===== src/bgcs_pkg.sv =====
// Shared constants for the bank group command spacing checker.
// Assumes a single 200 MHz command clock; all gaps are counted in its cycles.
package bgcs_pkg;

  // Clock period in picoseconds, used to turn printed times into cycles.
  localparam int CLK_PERIOD_PS = 5000;

  // Width of the saturating age timers and their saturated value.
  localparam int TIMER_W = 8;
  localparam logic [TIMER_W-1:0] TIMER_SAT = 8'hff;

  // Command codes seen on the decoded command port.
  typedef enum logic [1:0] {
    CMD_NOP = 2'h0,
    CMD_ACT = 2'h1,
    CMD_RD = 2'h2,
    CMD_WR = 2'h3
  } bgcs_cmd_e;

  // Least time rounded up to whole cycles, never below one cycle.
  function automatic int cyc_ceil(input int ps);
    int c;
    c = (ps + CLK_PERIOD_PS - 1) / CLK_PERIOD_PS;
    return (c < 1) ? 1 : c;
  endfunction

  // Where a gap has both a cycle figure and a time, the longer one holds.
  function automatic int gap_max(input int nck, input int ps);
    int c;
    c = cyc_ceil(ps);
    return (nck > c) ? nck : c;
  endfunction

  // Column to column gaps in cycles.
  localparam int COL_S_NCK = 4;
  localparam int COL_L_NCK = 6;

  // Activate to activate gaps: cycle figure and times per page size.
  localparam int ACT_NCK = 4;
  localparam int ACT_S_SMALL_PS = 3300;
  localparam int ACT_S_2K_PS = 5300;
  localparam int ACT_L_SMALL_PS = 4900;
  localparam int ACT_L_2K_PS = 6400;
  localparam logic [TIMER_W-1:0] ACT_S_SMALL_CYC = 8'(gap_max(ACT_NCK, ACT_S_SMALL_PS));
  localparam logic [TIMER_W-1:0] ACT_S_2K_CYC = 8'(gap_max(ACT_NCK, ACT_S_2K_PS));
  localparam logic [TIMER_W-1:0] ACT_L_SMALL_CYC = 8'(gap_max(ACT_NCK, ACT_L_SMALL_PS));
  localparam logic [TIMER_W-1:0] ACT_L_2K_CYC = 8'(gap_max(ACT_NCK, ACT_L_2K_PS));

  // Write to read gaps, counted from the start of the internal write.
  localparam int WTR_S_NCK = 2;
  localparam int WTR_S_PS = 2500;
  localparam int WTR_L_NCK = 4;
  localparam int WTR_L_PS = 7500;
  localparam logic [TIMER_W-1:0] WTR_S_CYC = 8'(gap_max(WTR_S_NCK, WTR_S_PS));
  localparam logic [TIMER_W-1:0] WTR_L_CYC = 8'(gap_max(WTR_L_NCK, WTR_L_PS));

  // An eight-beat burst occupies four clocks of the data bus.
  localparam logic [TIMER_W-1:0] BURST8_CLKS = 8'h04;

  // Default four-activate window length in cycles.
  localparam int FAW_DEFAULT_NCK = 20;

  // Timer value loaded on the cycle a command is seen.
  localparam logic [TIMER_W-1:0] TIMER_HIT = 8'h01;

endpackage


===== src/bgcs_group_timer.sv =====
// Per bank group age timers: cycles since the last column, activate and
// write command to this group. Assumes one command at most per cycle.
`timescale 1ns/100ps
module bgcs_group_timer (
  // Clock and reset.
  input wire logic clock,
  input wire logic rst_b,
  // Command hits for this group.
  input wire logic hit_col,
  input wire logic hit_act,
  input wire logic hit_wr,
  // Ages, saturating; the saturated value means no recent command.
  output logic [bgcs_pkg::TIMER_W-1:0] since_col_ff,
  output logic [bgcs_pkg::TIMER_W-1:0] since_act_ff,
  output logic [bgcs_pkg::TIMER_W-1:0] since_wr_ff
);
  import bgcs_pkg::*;

  logic [TIMER_W-1:0] nxt_since_col; // Next column age.
  logic [TIMER_W-1:0] nxt_since_act; // Next activate age.
  logic [TIMER_W-1:0] nxt_since_wr; // Next write age.

  // A hit loads one so the age equals the distance to a later command.
  always_comb begin
    nxt_since_col = hit_col ? TIMER_HIT :
                    (since_col_ff == TIMER_SAT) ? TIMER_SAT : since_col_ff + TIMER_HIT;
    nxt_since_act = hit_act ? TIMER_HIT :
                    (since_act_ff == TIMER_SAT) ? TIMER_SAT : since_act_ff + TIMER_HIT;
    nxt_since_wr = hit_wr ? TIMER_HIT :
                   (since_wr_ff == TIMER_SAT) ? TIMER_SAT : since_wr_ff + TIMER_HIT;
  end

  // Registers start saturated so the first command is never flagged.
  always_ff @(posedge clock or negedge rst_b) begin
    if (!rst_b) begin
      since_col_ff <= TIMER_SAT;
      since_act_ff <= TIMER_SAT;
      since_wr_ff <= TIMER_SAT;
    end else begin
      since_col_ff <= nxt_since_col;
      since_act_ff <= nxt_since_act;
      since_wr_ff <= nxt_since_wr;
    end
  end

endmodule


===== src/bgcs_spacing.sv =====
// Device-side bank group spacing checker with read strobe release timing.
// Assumes decoded commands arrive one per clock, synchronous to clock.
`timescale 1ns/100ps
module bgcs_spacing #(
  parameter int COL_S_CYC = bgcs_pkg::COL_S_NCK, // Short column gap.
  parameter int COL_L_CYC = bgcs_pkg::COL_L_NCK, // Long column gap.
  parameter int FAW_CYC = bgcs_pkg::FAW_DEFAULT_NCK // Four-activate window.
) (
  // Clock and reset.
  input wire logic clock,
  input wire logic rst_b,
  // Decoded command port.
  input wire logic cmd_valid,
  input wire bgcs_pkg::bgcs_cmd_e cmd_op,
  input wire logic [1:0] group_select,
  input wire logic [1:0] bank_select,
  // Configuration levels.
  input wire logic x16_mode,
  input wire logic page_2k,
  input wire logic preamble_2t,
  input wire logic dll_locked,
  input wire logic [5:0] read_latency_cycles,
  input wire logic [5:0] write_latency_cycles,
  // Decoded bank location of the last command.
  output logic [1:0] group_index_ff,
  output logic [3:0] bank_index_ff,
  // Spacing violation pulses, one cycle after the offending command.
  output logic col_gap_err_ff,
  output logic act_gap_err_ff,
  output logic wr_to_rd_err_ff,
  output logic faw_err_ff,
  // Read strobe drive; enable is low while the strobe is driven.
  output logic strobe_oe_b_ff,
  output logic strobe_release_ff
);
  import bgcs_pkg::*;

  localparam int NGRP = 4; // Group slots; x16 uses the lower two.

  // Gaps that the eight-bit age timers cannot count are refused at elaboration,
  // since a gap at the saturated age would never be flagged.
  if (COL_S_CYC < 1 || COL_L_CYC < COL_S_CYC || COL_L_CYC > 254 || FAW_CYC < 1 ||
      FAW_CYC > 254) begin : g_bad_params
    $error("bgcs_spacing: gap parameters out of range");
  end

  ////////////////////////////////////////////////////////////////////////////
  // Command decode and per-group timers.

  logic col_go; // Read or write accepted this cycle.
  logic act_go; // Activate accepted this cycle.
  logic rd_go; // Read accepted this cycle.
  logic wr_go; // Write accepted this cycle.
  logic [1:0] eff_grp; // Group after organisation folding.
  logic [TIMER_W-1:0] col_age [NGRP]; // Column age per group.
  logic [TIMER_W-1:0] act_age [NGRP]; // Activate age per group.
  logic [TIMER_W-1:0] wr_age [NGRP]; // Write age per group.

  assign col_go = cmd_valid && (cmd_op == CMD_RD || cmd_op == CMD_WR);
  assign act_go = cmd_valid && (cmd_op == CMD_ACT);
  assign rd_go = cmd_valid && (cmd_op == CMD_RD);
  assign wr_go = cmd_valid && (cmd_op == CMD_WR);
  // A x16 part has one group bit; the upper bit is ignored, not trusted.
  assign eff_grp = x16_mode ? {1'b0, group_select[0]} : group_select;

  // One timer set per group keeps the last command per group.
  for (genvar g = 0; g < NGRP; g++) begin : g_grp
    bgcs_group_timer u_timer (
      .clock(clock),
      .rst_b(rst_b),
      .hit_col(col_go && eff_grp == 2'(g)),
      .hit_act(act_go && eff_grp == 2'(g)),
      .hit_wr(wr_go && eff_grp == 2'(g)),
      .since_col_ff(col_age[g]),
      .since_act_ff(act_age[g]),
      .since_wr_ff(wr_age[g])
    );
  end

  ////////////////////////////////////////////////////////////////////////////
  // Gap selection and comparison.

  logic [TIMER_W-1:0] col_s_gap; // Short column gap after preamble rounding.
  logic [TIMER_W-1:0] col_l_gap; // Long column gap after preamble rounding.
  logic [TIMER_W-1:0] act_s_gap; // Short activate gap for this page size.
  logic [TIMER_W-1:0] act_l_gap; // Long activate gap for this page size.
  logic [TIMER_W-1:0] wtr_s_need; // Write command to read, other group.
  logic [TIMER_W-1:0] wtr_l_need; // Write command to read, same group.
  logic col_bad; // Column spacing broken.
  logic act_bad; // Activate spacing broken.
  logic wtr_bad; // Write to read spacing broken.

  // Odd column gaps gain one cycle under the two-cycle write preamble.
  always_comb begin
    col_s_gap = 8'(COL_S_CYC) + ((preamble_2t && COL_S_CYC[0]) ? 8'h01 : 8'h00);
    col_l_gap = 8'(COL_L_CYC) + ((preamble_2t && COL_L_CYC[0]) ? 8'h01 : 8'h00);
    act_s_gap = page_2k ? ACT_S_2K_CYC : ACT_S_SMALL_CYC;
    act_l_gap = page_2k ? ACT_L_2K_CYC : ACT_L_SMALL_CYC;
    // The internal write starts after write latency plus the burst.
    wtr_s_need = {2'h0, write_latency_cycles} + BURST8_CLKS + WTR_S_CYC;
    wtr_l_need = {2'h0, write_latency_cycles} + BURST8_CLKS + WTR_L_CYC;
  end

  // Same group uses the long figure, every other group the short one.
  always_comb begin
    col_bad = 1'b0;
    act_bad = 1'b0;
    wtr_bad = 1'b0;
    for (int g = 0; g < NGRP; g++) begin
      if (eff_grp == 2'(g)) begin
        col_bad = col_bad || (col_age[g] < col_l_gap);
        act_bad = act_bad || (act_age[g] < act_l_gap);
        wtr_bad = wtr_bad || (wr_age[g] < wtr_l_need);
      end else begin
        col_bad = col_bad || (col_age[g] < col_s_gap);
        act_bad = act_bad || (act_age[g] < act_s_gap);
        wtr_bad = wtr_bad || (wr_age[g] < wtr_s_need);
      end
    end
  end

  ////////////////////////////////////////////////////////////////////////////
  // Four-activate window: ages of the last four activates, newest first.

  logic [TIMER_W-1:0] faw_age_ff [4]; // Ages of recent activates.
  logic [TIMER_W-1:0] nxt_faw_age [4]; // Next ages.
  logic faw_bad; // A fifth activate inside the window.

  // The oldest of four must have left the window before a new one.
  always_comb begin
    faw_bad = act_go && (faw_age_ff[3] < 8'(FAW_CYC));
    for (int i = 0; i < 4; i++) begin
      nxt_faw_age[i] = (faw_age_ff[i] == TIMER_SAT) ? TIMER_SAT : faw_age_ff[i] + TIMER_HIT;
    end
    if (act_go) begin
      nxt_faw_age[0] = TIMER_HIT;
      for (int i = 1; i < 4; i++) begin
        nxt_faw_age[i] = (faw_age_ff[i-1] == TIMER_SAT) ? TIMER_SAT :
                         faw_age_ff[i-1] + TIMER_HIT;
      end
    end
  end

  always_ff @(posedge clock or negedge rst_b) begin
    if (!rst_b) begin
      for (int i = 0; i < 4; i++) begin
        faw_age_ff[i] <= TIMER_SAT;
      end
    end else begin
      faw_age_ff <= nxt_faw_age;
    end
  end

  ////////////////////////////////////////////////////////////////////////////
  // Flags and decoded location.

  logic nxt_col_err; // Next column error pulse.
  logic nxt_act_err; // Next activate error pulse.
  logic nxt_wtr_err; // Next write to read error pulse.
  logic [1:0] nxt_group_index; // Next group index.
  logic [3:0] nxt_bank_index; // Next flat bank index.

  // Pulses last one cycle; the location holds until the next command.
  always_comb begin
    nxt_col_err = col_go && col_bad;
    nxt_act_err = act_go && act_bad;
    nxt_wtr_err = rd_go && wtr_bad;
    nxt_group_index = cmd_valid ? eff_grp : group_index_ff;
    nxt_bank_index = cmd_valid ? {eff_grp, bank_select} : bank_index_ff;
  end

  always_ff @(posedge clock or negedge rst_b) begin
    if (!rst_b) begin
      col_gap_err_ff <= 1'b0;
      act_gap_err_ff <= 1'b0;
      wr_to_rd_err_ff <= 1'b0;
      faw_err_ff <= 1'b0;
      group_index_ff <= 2'h0;
      bank_index_ff <= 4'h0;
    end else begin
      col_gap_err_ff <= nxt_col_err;
      act_gap_err_ff <= nxt_act_err;
      wr_to_rd_err_ff <= nxt_wtr_err;
      faw_err_ff <= faw_bad;
      group_index_ff <= nxt_group_index;
      bank_index_ff <= nxt_bank_index;
    end
  end

  ////////////////////////////////////////////////////////////////////////////
  // Read strobe: driven for the burst, released at latency plus four.

  logic [6:0] rd_cnt_ff; // Cycles left until release, plus one.
  logic [6:0] nxt_rd_cnt; // Next count.
  logic nxt_strobe_oe_b; // Next drive enable, low drives.
  logic nxt_strobe_release; // Next release pulse.

  // Without a locked loop the timing is void, so the burst is dropped.
  // A new read restarts the count; overlapping bursts are not merged.
  always_comb begin
    if (!dll_locked) begin
      nxt_rd_cnt = 7'h00;
    end else if (rd_go) begin
      nxt_rd_cnt = {1'b0, read_latency_cycles} + 7'h04;
    end else if (rd_cnt_ff != 7'h00) begin
      nxt_rd_cnt = rd_cnt_ff - 7'h01;
    end else begin
      nxt_rd_cnt = 7'h00;
    end
    nxt_strobe_oe_b = !(dll_locked && rd_cnt_ff >= 7'h03 && rd_cnt_ff <= 7'h06);
    nxt_strobe_release = dll_locked && (rd_cnt_ff == 7'h02);
  end

  always_ff @(posedge clock or negedge rst_b) begin
    if (!rst_b) begin
      rd_cnt_ff <= 7'h00;
      strobe_oe_b_ff <= 1'b1;
      strobe_release_ff <= 1'b0;
    end else begin
      rd_cnt_ff <= nxt_rd_cnt;
      strobe_oe_b_ff <= nxt_strobe_oe_b;
      strobe_release_ff <= nxt_strobe_release;
    end
  end
endmodule


===== config.mk =====
export PLATFORM = sky130hd
export DESIGN_NAME = bgcs_spacing
export DESIGN_NICKNAME = d
export VERILOG_FILES = /design/src/bgcs_pkg.sv /design/src/bgcs_group_timer.sv /design/src/bgcs_spacing.sv
export SDC_FILE = /design/constraint.sdc
export NUM_CORES = 1
export LEC_CHECK = 0
export BUFFER_PORTS_ARGS = -buffer_cell sky130_fd_sc_hd__buf_2
export CAP_MARGIN = 20
export CORE_AREA = 2 2 107 187
export CTS_CLUSTER_SIZE = 25
export DETAILED_ROUTE_END_ITERATION = 8
export DIE_AREA = 0 0 109 189
export SLEW_MARGIN = 0
export SYNTH_ARGS = -nofsm -noshare
export SYNTH_HDL_FRONTEND = slang
export SYNTH_SLANG_ARGS = --single-unit

===== constraint.sdc =====
create_clock -name clock -period 2.5 [get_ports clock]
set_input_delay 0.5 -clock clock [delete_from_list [all_inputs] [get_ports clock]]
set_output_delay 0.5 -clock clock [all_outputs]
set_load 0.03 [all_outputs]

==> metrics.md, run 1 <==
| Metric | Value |
|---|---|
| Status | finished, violations left |
| Failing checks | negative setup slack |
| Slew @ Worst Pin | 0.533 ns |
| Vias in the first global route | 6,992 |
| FILL cells | 1,727 |
| Grt ovf | 0 |
| Clk buf depth | 2 |
| Drt wl/cell | 16.6 um |
| Slew HR | 64.3% |
| H-Tree Depth | 4 |
| Largest stage delay, worst path | 0.33 ns |
| Initial Util | 45.7% |
| GPL Wtd Cong | 0.837 |
| First-pass GRT wire length | 33.5 mm |
| Hold WC Path Type | primary input to async pin |
| Antenna-violating nets left | 0 |
| Layout Nets | 1,045 |
| Finished Core Util | 53.2% |
| DP HPWL | 15.1 mm |
| Worst setup EP type | register |
| Post-synthesis sequential area ratio | 43.6% |
| Arrival time worst endpoint | 2.81 ns |
| CTS tree | done |
| Worst Setup Slack post-DPL | -0.633 ns |
| Post-synth EDFFs | 0 |
| Seq pwr share | 43.1% |
| Most used flip-flop cell after synthesis | dfstp_2 |
| Crit path max-delay family | compound AO/OA/AOI/OAI gates |
| Final Cycle Share | 100% |
| Leakage | 4.22 nW |
| Critical Path RT | 2.81 ns |
| DR vias | 6,763 |
| Cell Pwr Density | 1220 mW/mm^2 |
| Synth async-reset ratio | 100% |
| Die height | 189 um |
| Pre-Repair DR Iteration Count | 4 |
| Largest net degree at the start of global routing | 57 |
| Multi-input logic area | 0.00479 sq mm |
| DR iter-0 viols | 304 |
| Overall Global Routing Usage | 21.0% |
| Share of cells above drive strength 1 | 28.3% |
| Max Slew Vio Count | 0 |
| Cell Rows | 67 |
| DRC | 0 |
| Clock slew at reported path FFs | 0.06 ns |
| Pwr Total | 12.3 mW |
| Final setup viols | 1 |
| Area occupied by registers | 0.00379 sq mm |
| Worst vdd ir | 0.733 mV |
| Clock root buffer | clkbuf_16 |
| Crit path time final | 2.50 ns |
| # diodes | 0 |
| Skew final | 0.00904 ns |
| Pint | 7.96 mW |
| CP bufs+invs | 2 |
| Endpoints failing hold | 0 |
| Max cap viols | 0 |
| Cell repeated most along the worst path | ha_4 |
| Clock group share of total power | 22.6% |
| CP max-delay cell | or3_1 |
| Yosys warning count | 0 |
| Die area | 0.0206 sq mm |
| Total CTS buffers | 17 |
| Sw frac | 35.4% |
| CTS Hold Bufs | 0 |
| RSZ-0062 raised after global routing | true |
| Switching power | 4.36 mW |
| Post-Route WL | 19.9 mm |
| CP Max Fanout | 4 |
| Initial antenna violation count | 0 |
| CTS Sinks | 145 |
| Combinational share of power | 34.3% |
| Avg Inst Size Synth | 9.93 sq um |
| IO buf count | 34 |
| Worst-path cell chain | buf_4 -> clkinvlp_4 -> ha_4 -> nor2_1 -> nand2_1 -> xor2_2 -> ha_4 -> nand3_1 -> o211ai_1 -> a2111oi_2 -> or3_1 -> a311oi_2 -> a31oi_1 |
| Post-synthesis cell count | 875 |
| Syn-to-layout area delta | 16.6% |
| Synthesized area | 0.00869 sq mm |
| Area of the core | 0.0190 sq mm |
| Vias per cell | 5.63 |
| I/O pins | 37 |
| Synth cell types | 64 |
| Setup WS post-layout | -0.00442 ns |
| Clk Latency, worst-skew pair | 0.43 ns |
| Synth Register Bits | 145 |
| CP Launch Type | primary input |
| Die span in x | 109 um |
| CP Class | primary input to register |
| Fmax achieved | 399 MHz |
==> kinds of logic after synthesis <==
kind of cell               Yosys count  synth area share, %
and+or+nand+nor                    320                 19.9
AOI/OAI and AO/OA                  196                 14.7
DFF                                145                 43.6
adders and majority gates           78                 11.1
xor gates and xnor gates            61                 6.23
buffers and inverters               60                 2.68
muxes                               14                 1.67
other                                1               0.0432
==> Yosys cell counts (6+ instances only) <==
cell type | count | area share, %
a211oi_1 | 10 | 0.86
a21oi_1 | 76 | 4.4
a31oi_1 | 30 | 2.2
and2_1 | 11 | 0.79
and3_1 | 36 | 2.6
and4_1 | 7 | 0.71
clkbuf_1 | 23 | 0.99
dfrtp_1 | 16 | 4.6
dfstp_2 | 129 | 39
ha_1 | 73 | 11
inv_1 | 34 | 1.5
mux2i_1 | 10 | 1.2
nand2_1 | 40 | 1.7
nand2b_1 | 11 | 0.79
nand3_1 | 59 | 3.4
nand3b_1 | 13 | 1.1
nand4_1 | 10 | 0.72
nor2_1 | 52 | 2.2
nor2b_1 | 12 | 0.86
nor3_1 | 34 | 2.0
nor3b_1 | 6 | 0.52
nor4_1 | 6 | 0.43
o211ai_1 | 9 | 0.78
o21ai_0 | 19 | 1.1
or2_2 | 9 | 0.65
xnor2_1 | 40 | 4.0
xor2_1 | 20 | 2.0
==> layout make-up <==
class	count	share of cell area [%]
Clock buffer	19	4.27
Inverter	34	1.30
Sequential cell	145	37.4
Timing Repair Buffer	72	4.73
Clock inverter	13	2.05
Multi-Input combinational cell	677	47.3
Tap cell	241	2.98
==> registers in the layout, indices dropped and copies added (netlist names) <==
| name | flops |
|---|---|
| faw_age_ff | 32 |
| act_gap_err_ff | 1 |
| wr_to_rd_err_ff | 1 |
| g_grp.u_timer.since_col_ff | 32 |
| col_gap_err_ff | 1 |
| bank_index_ff | 2 |
| g_grp.u_timer.since_act_ff | 32 |
| strobe_oe_b_ff | 1 |
| g_grp.u_timer.since_wr_ff | 32 |
| strobe_release_ff | 1 |
| faw_err_ff | 1 |
| group_index_ff | 2 |
| rd_cnt_ff | 7 |
==> layer usage <==
metal	global-route usage [%]	vias up	wire length (um)
met5	0	-	0
met4	8.78	0	547
met3	3.68	35	404
met2	40.3	80	11500
met1	21.6	3278	7470
li1	-	3370	-
==> metrics by stage <==
stage / instances / TNS [ns] / area, sq um / hold WS [ns]
detailed placement: 1167 / -0.633 / 9420 / 0.467
CTS: 1201 / 0 / 10100 / 0.0555
global route: 1201 / -0.117 / 10100 / 0.0820
finish: 1201 / -0.00442 / 10100 / 0.0529
global placement: 1167 / -0.562 / 9420 / 0.462
floorplan: 882 / -0.217 / 8760 / 0.204
==> final timing paths <==
path	startpoint	slack, ns	to	cells past startpoint
max	write_latency_cycles[2]	-0.004	wr_to_rd_err_ff$_DFF_PN0_	13
min	rst_b	0.05	act_gap_err_ff$_DFF_PN0_	1
max reg2reg	g_grp[2].u_timer.since_wr_ff[2]$_DFF_PN1_	0.19	wr_to_rd_err_ff$_DFF_PN0_	8
min reg2reg	faw_age_ff[24]$_DFF_PN1_	0.48	faw_age_ff[24]$_DFF_PN1_	1
max in group asynchronous	rst_b	1.70	g_grp[1].u_timer.since_wr_ff[4]$_DFF_PN1_	2
min in group clock	bank_select[1]	0.31	bank_index_ff[1]$_DFFE_PN0P_	2
==> placed cells by master (no fill, tap or decap), drive strengths merged, types with 11 or more instances in the layout <==
master  Yosys  final
a211oi     11     11
a21oi      77     77
a31oi      32     32
and2       11     11
and3       36     36
buf         3     72
clkbuf     23     19
dfrtp      16     16
dfstp     129    129
ha         73     73
inv        34     35
nand2      40     40
nand2b     11     11
nand3      59     59
nand3b     13     13
nor2       52     52
nor2b      12     12
nor3       34     34
o21ai      20     20
xnor2      41     41
xor2       20     20
==> timing repair <==
item | 4_1_cts | 5_1_grt
setup buffers | 2 | 0
pin swaps | 4 | 1
endpoints found under the setup margin | 1 | 1
resized for setup | 7 | 6
==> worst reg2reg max path: stages, from the launching register on <==
cell and delay [ns]:
dfstp_2 0.58, ha_1 0.25, nor2b_1 0.13, a221oi_1 0.29, o211ai_1 0.19, maj3_1 0.39
nand4_1 0.11, a311oi_2 0.11, a31oi_1 0.18
==> power by group through the flow <==
stage	Sequential [mW]	Combinational, mW	Clock, mW
3_3_place_gp	5.32	4.09	0
6_report	5.31	4.23	2.78
5_1_grt	5.52	4.87	2.96
3_5_place_dp	5.32	4.21	0
2_1_floorplan	4.96	3.34	0
4_1_cts	5.30	4.27	2.85
No activity file was read; power rests on OpenSTA's default activity.
==> inputs of run 2 (changes only) <==
--- a/config.mk
+++ b/config.mk
@@ -11,6 +11,7 @@
 export CTS_CLUSTER_SIZE = 25
 export DETAILED_ROUTE_END_ITERATION = 8
 export DIE_AREA = 0 0 109 189
+export PLACE_DENSITY = 0.71
 export SLEW_MARGIN = 0
 export SYNTH_ARGS = -nofsm -noshare
 export SYNTH_HDL_FRONTEND = slang
==> constraint.sdc (replaced) <==
create_clock -name clock -period 2.8 [get_ports clock]
set_input_delay 0.56 -clock clock [delete_from_list [all_inputs] [get_ports clock]]
set_output_delay 0.56 -clock clock [all_outputs]
set_load 0.03 [all_outputs]
==> run 2 against run 1 <==
- the flow now finishes without violations
- worst hold slack better by 0.068 ns
- utilization shrank 1.0 points
- die area did not move
- non-clock buffer count fell by 8
- routed wire length decreased by 4.8%
- power shrank 14%
- critical path type unchanged
==> metrics.md, run 2 (same netlist as run 1, synthesis figures left out) <==
| Metric | Value |
|---|---|
| Status | finished, final reports clean |
| Clock group share of total power | 20.2% |
| Vias per cell | 5.74 |
| GPL Wtd Cong | 0.871 |
| Cell Rows | 67 |
| Fmax achieved | 370 MHz |
| DR vias | 6,850 |
| Fin area | 0.00994 sq mm |
| Vias in the first global route | 7,026 |
| Initial Util | 45.7% |
| # diodes | 0 |
| Combinational share of power | 35.2% |
| Pwr Total | 10.6 mW |
| Share of cells above drive strength 1 | 27.4% |
| Layout Nets | 1,037 |
| Pint | 6.69 mW |
| CP Max Fanout | 4 |
| I/O pins | 37 |
| Clock root buffer | clkbuf_16 |
| CP Launch Type | primary input |
| CTS Hold Bufs | 0 |
| Max Slew Vio Count | 0 |
| Drt wl/cell | 15.9 um |
| Leading cell type in the layout, fill and taps excluded | dfstp_2 |
| Multi-input logic area | 0.00474 sq mm |
| Post-Route WL | 19.0 mm |
| DRC | 0 |
| Die height | 189 um |
| Hold WC Path Type | primary input to async pin |
| Syn-to-layout area delta | 14.4% |
| CTS tree | done |
| Seq pwr share | 44.6% |
| First-pass GRT wire length | 32.8 mm |
| DR iter-0 viols | 331 |
| Slew HR | 60.6% |
| Clk Latency, worst-skew pair | 0.43 ns |
| Finished Core Util | 52.2% |
| Placed insts | 1,160 |
| Overall Global Routing Usage | 20.0% |
| Crit path time final | 2.70 ns |
| Final setup viols | 0 |
| Grt ovf | 0 |
| Total CTS buffers | 17 |
| Pre-Repair DR Iteration Count | 5 |
| Skew final | 0.00989 ns |
| Endpoints failing hold | 0 |
| Cell Pwr Density | 1070 mW/mm^2 |
| Final Cycle Share | 96.4% |
| Critical Path RT | 3.10 ns |
| H-Tree Depth | 4 |
| CP Class | primary input to register |
| Clk buf depth | 2 |
| Clock slew at reported path FFs | 0.06 ns |
| Worst setup EP type | register |
| Setup WS post-layout | 0.101 ns |
| Max cap viols | 0 |
| Dpl cell area | 0.00935 sq mm |
| Setup TNS | 0 ns |
| Antenna-violating nets left | 0 |
| Slew @ Worst Pin | 0.591 ns |
| Leakage | 4.13 nW |
| DP HPWL | 14.2 mm |
| Die span in x | 109 um |
| Arrival time worst endpoint | 3.00 ns |
| Worst vdd ir | 0.672 mV |
| Area occupied by registers | 0.00379 sq mm |
| IO buf count | 34 |
| CTS Sinks | 145 |
| Worst Setup Slack post-DPL | -0.319 ns |
| FILL cells | 1,716 |
| Largest net degree at the start of global routing | 65 |
| Area of the core | 0.0190 sq mm |
| Switching power | 3.91 mW |
| Fin Hold WS | 0.121 ns |
| Die area | 0.0206 sq mm |
| Final non-filler cell total | 1,193 |
| Commonest non-fill, non-tap cells in the layout | 129 x dfstp_2, 76 x a21oi_1, 71 x ha_1, 59 x nand3_1, 51 x nor2_1 |
| Initial antenna violation count | 0 |
| Sw frac | 36.9% |
## run 2: changes by cell type in the layout (fill, tap and decap cells not counted), moves of 2 or more
cell       change
xnor2_1        +2
clkinv_4       +2
inv_6          +4
clkinv_2       -2
bufinv_16      -5
a311oi_1       +2
clkbuf_1       -2
ha_4           -2
buf_4         -10
inv_8          +2
a311oi_2       -2
xnor2_2        -2
## run 2: power by group through the flow
stage,Sequential (mW),Combinational [mW],Clock [mW]
floorplan,4.43,2.98,0
global placement,4.71,3.55,0
detailed placement,4.74,3.69,0
CTS,4.72,3.74,2.20
global route,4.90,4.30,2.28
finish,4.73,3.73,2.14
## run 2: area by class of cell
| class | count | area share, % |
|---|---|---|
| Multi-Input combinational cell | 677 | 47.7 |
| Sequential cell | 145 | 38.1 |
| Inverter | 34 | 1.32 |
| Tap cell | 241 | 3.03 |
| Clock inverter | 14 | 1.23 |
| Clock buffer | 18 | 4.42 |
| Timing Repair Buffer | 64 | 4.19 |
## run 2: repair_timing
item,in CTS,in global routing
setup endpoints to repair,0,1
resized for setup,0,7
endpoints found under the hold margin,0,0
setup buffers,0,1
## run 2: per-layer routing
| layer | vias to the layer above | share of wire (%) | track usage [%] |
|---|---|---|---|
| met2 | 104 | 56 | 37.5 |
| met1 | 3348 | 37 | 20.3 |
| li1 | 3350 | - | - |
| met3 | 48 | 2.2 | 2.99 |
| met5 | - | 0 | 0 |
| met4 | 0 | 5.0 | 11.5 |
## run 2: critical path, cell delays in order
cell,delay [ns]
clkbuf_4,0.15
clkinvlp_4,0.12
ha_1,0.29
inv_1,0.11
ha_1,0.32
nor2b_1,0.13
a221oi_1,0.09
o211ai_1,0.35
a2111oi_2,0.12
or3_1,0.38
a311oi_1,0.27
a31oi_1,0.11
## run 2: final timing paths
| path | startpoint | end | slack (ns) | cells after the start |
|---|---|---|---|---|
| setup / recovery | write_latency_cycles[2] | wr_to_rd_err_ff$_DFF_PN0_ | 0.10 | 12 |
| hold / removal | rst_b | col_gap_err_ff$_DFF_PN0_ | 0.12 | 1 |
| setup reg to reg | g_grp[2].u_timer.since_wr_ff[1]$_DFF_PN1_ | wr_to_rd_err_ff$_DFF_PN0_ | 0.42 | 8 |
| hold reg to reg | faw_age_ff[24]$_DFF_PN1_ | faw_age_ff[24]$_DFF_PN1_ | 0.48 | 1 |
| max in group asynchronous | rst_b | faw_age_ff[16]$_DFF_PN1_ | 1.88 | 2 |
| min in group clock | bank_select[0] | bank_index_ff[0]$_DFFE_PN0P_ | 0.37 | 2 |
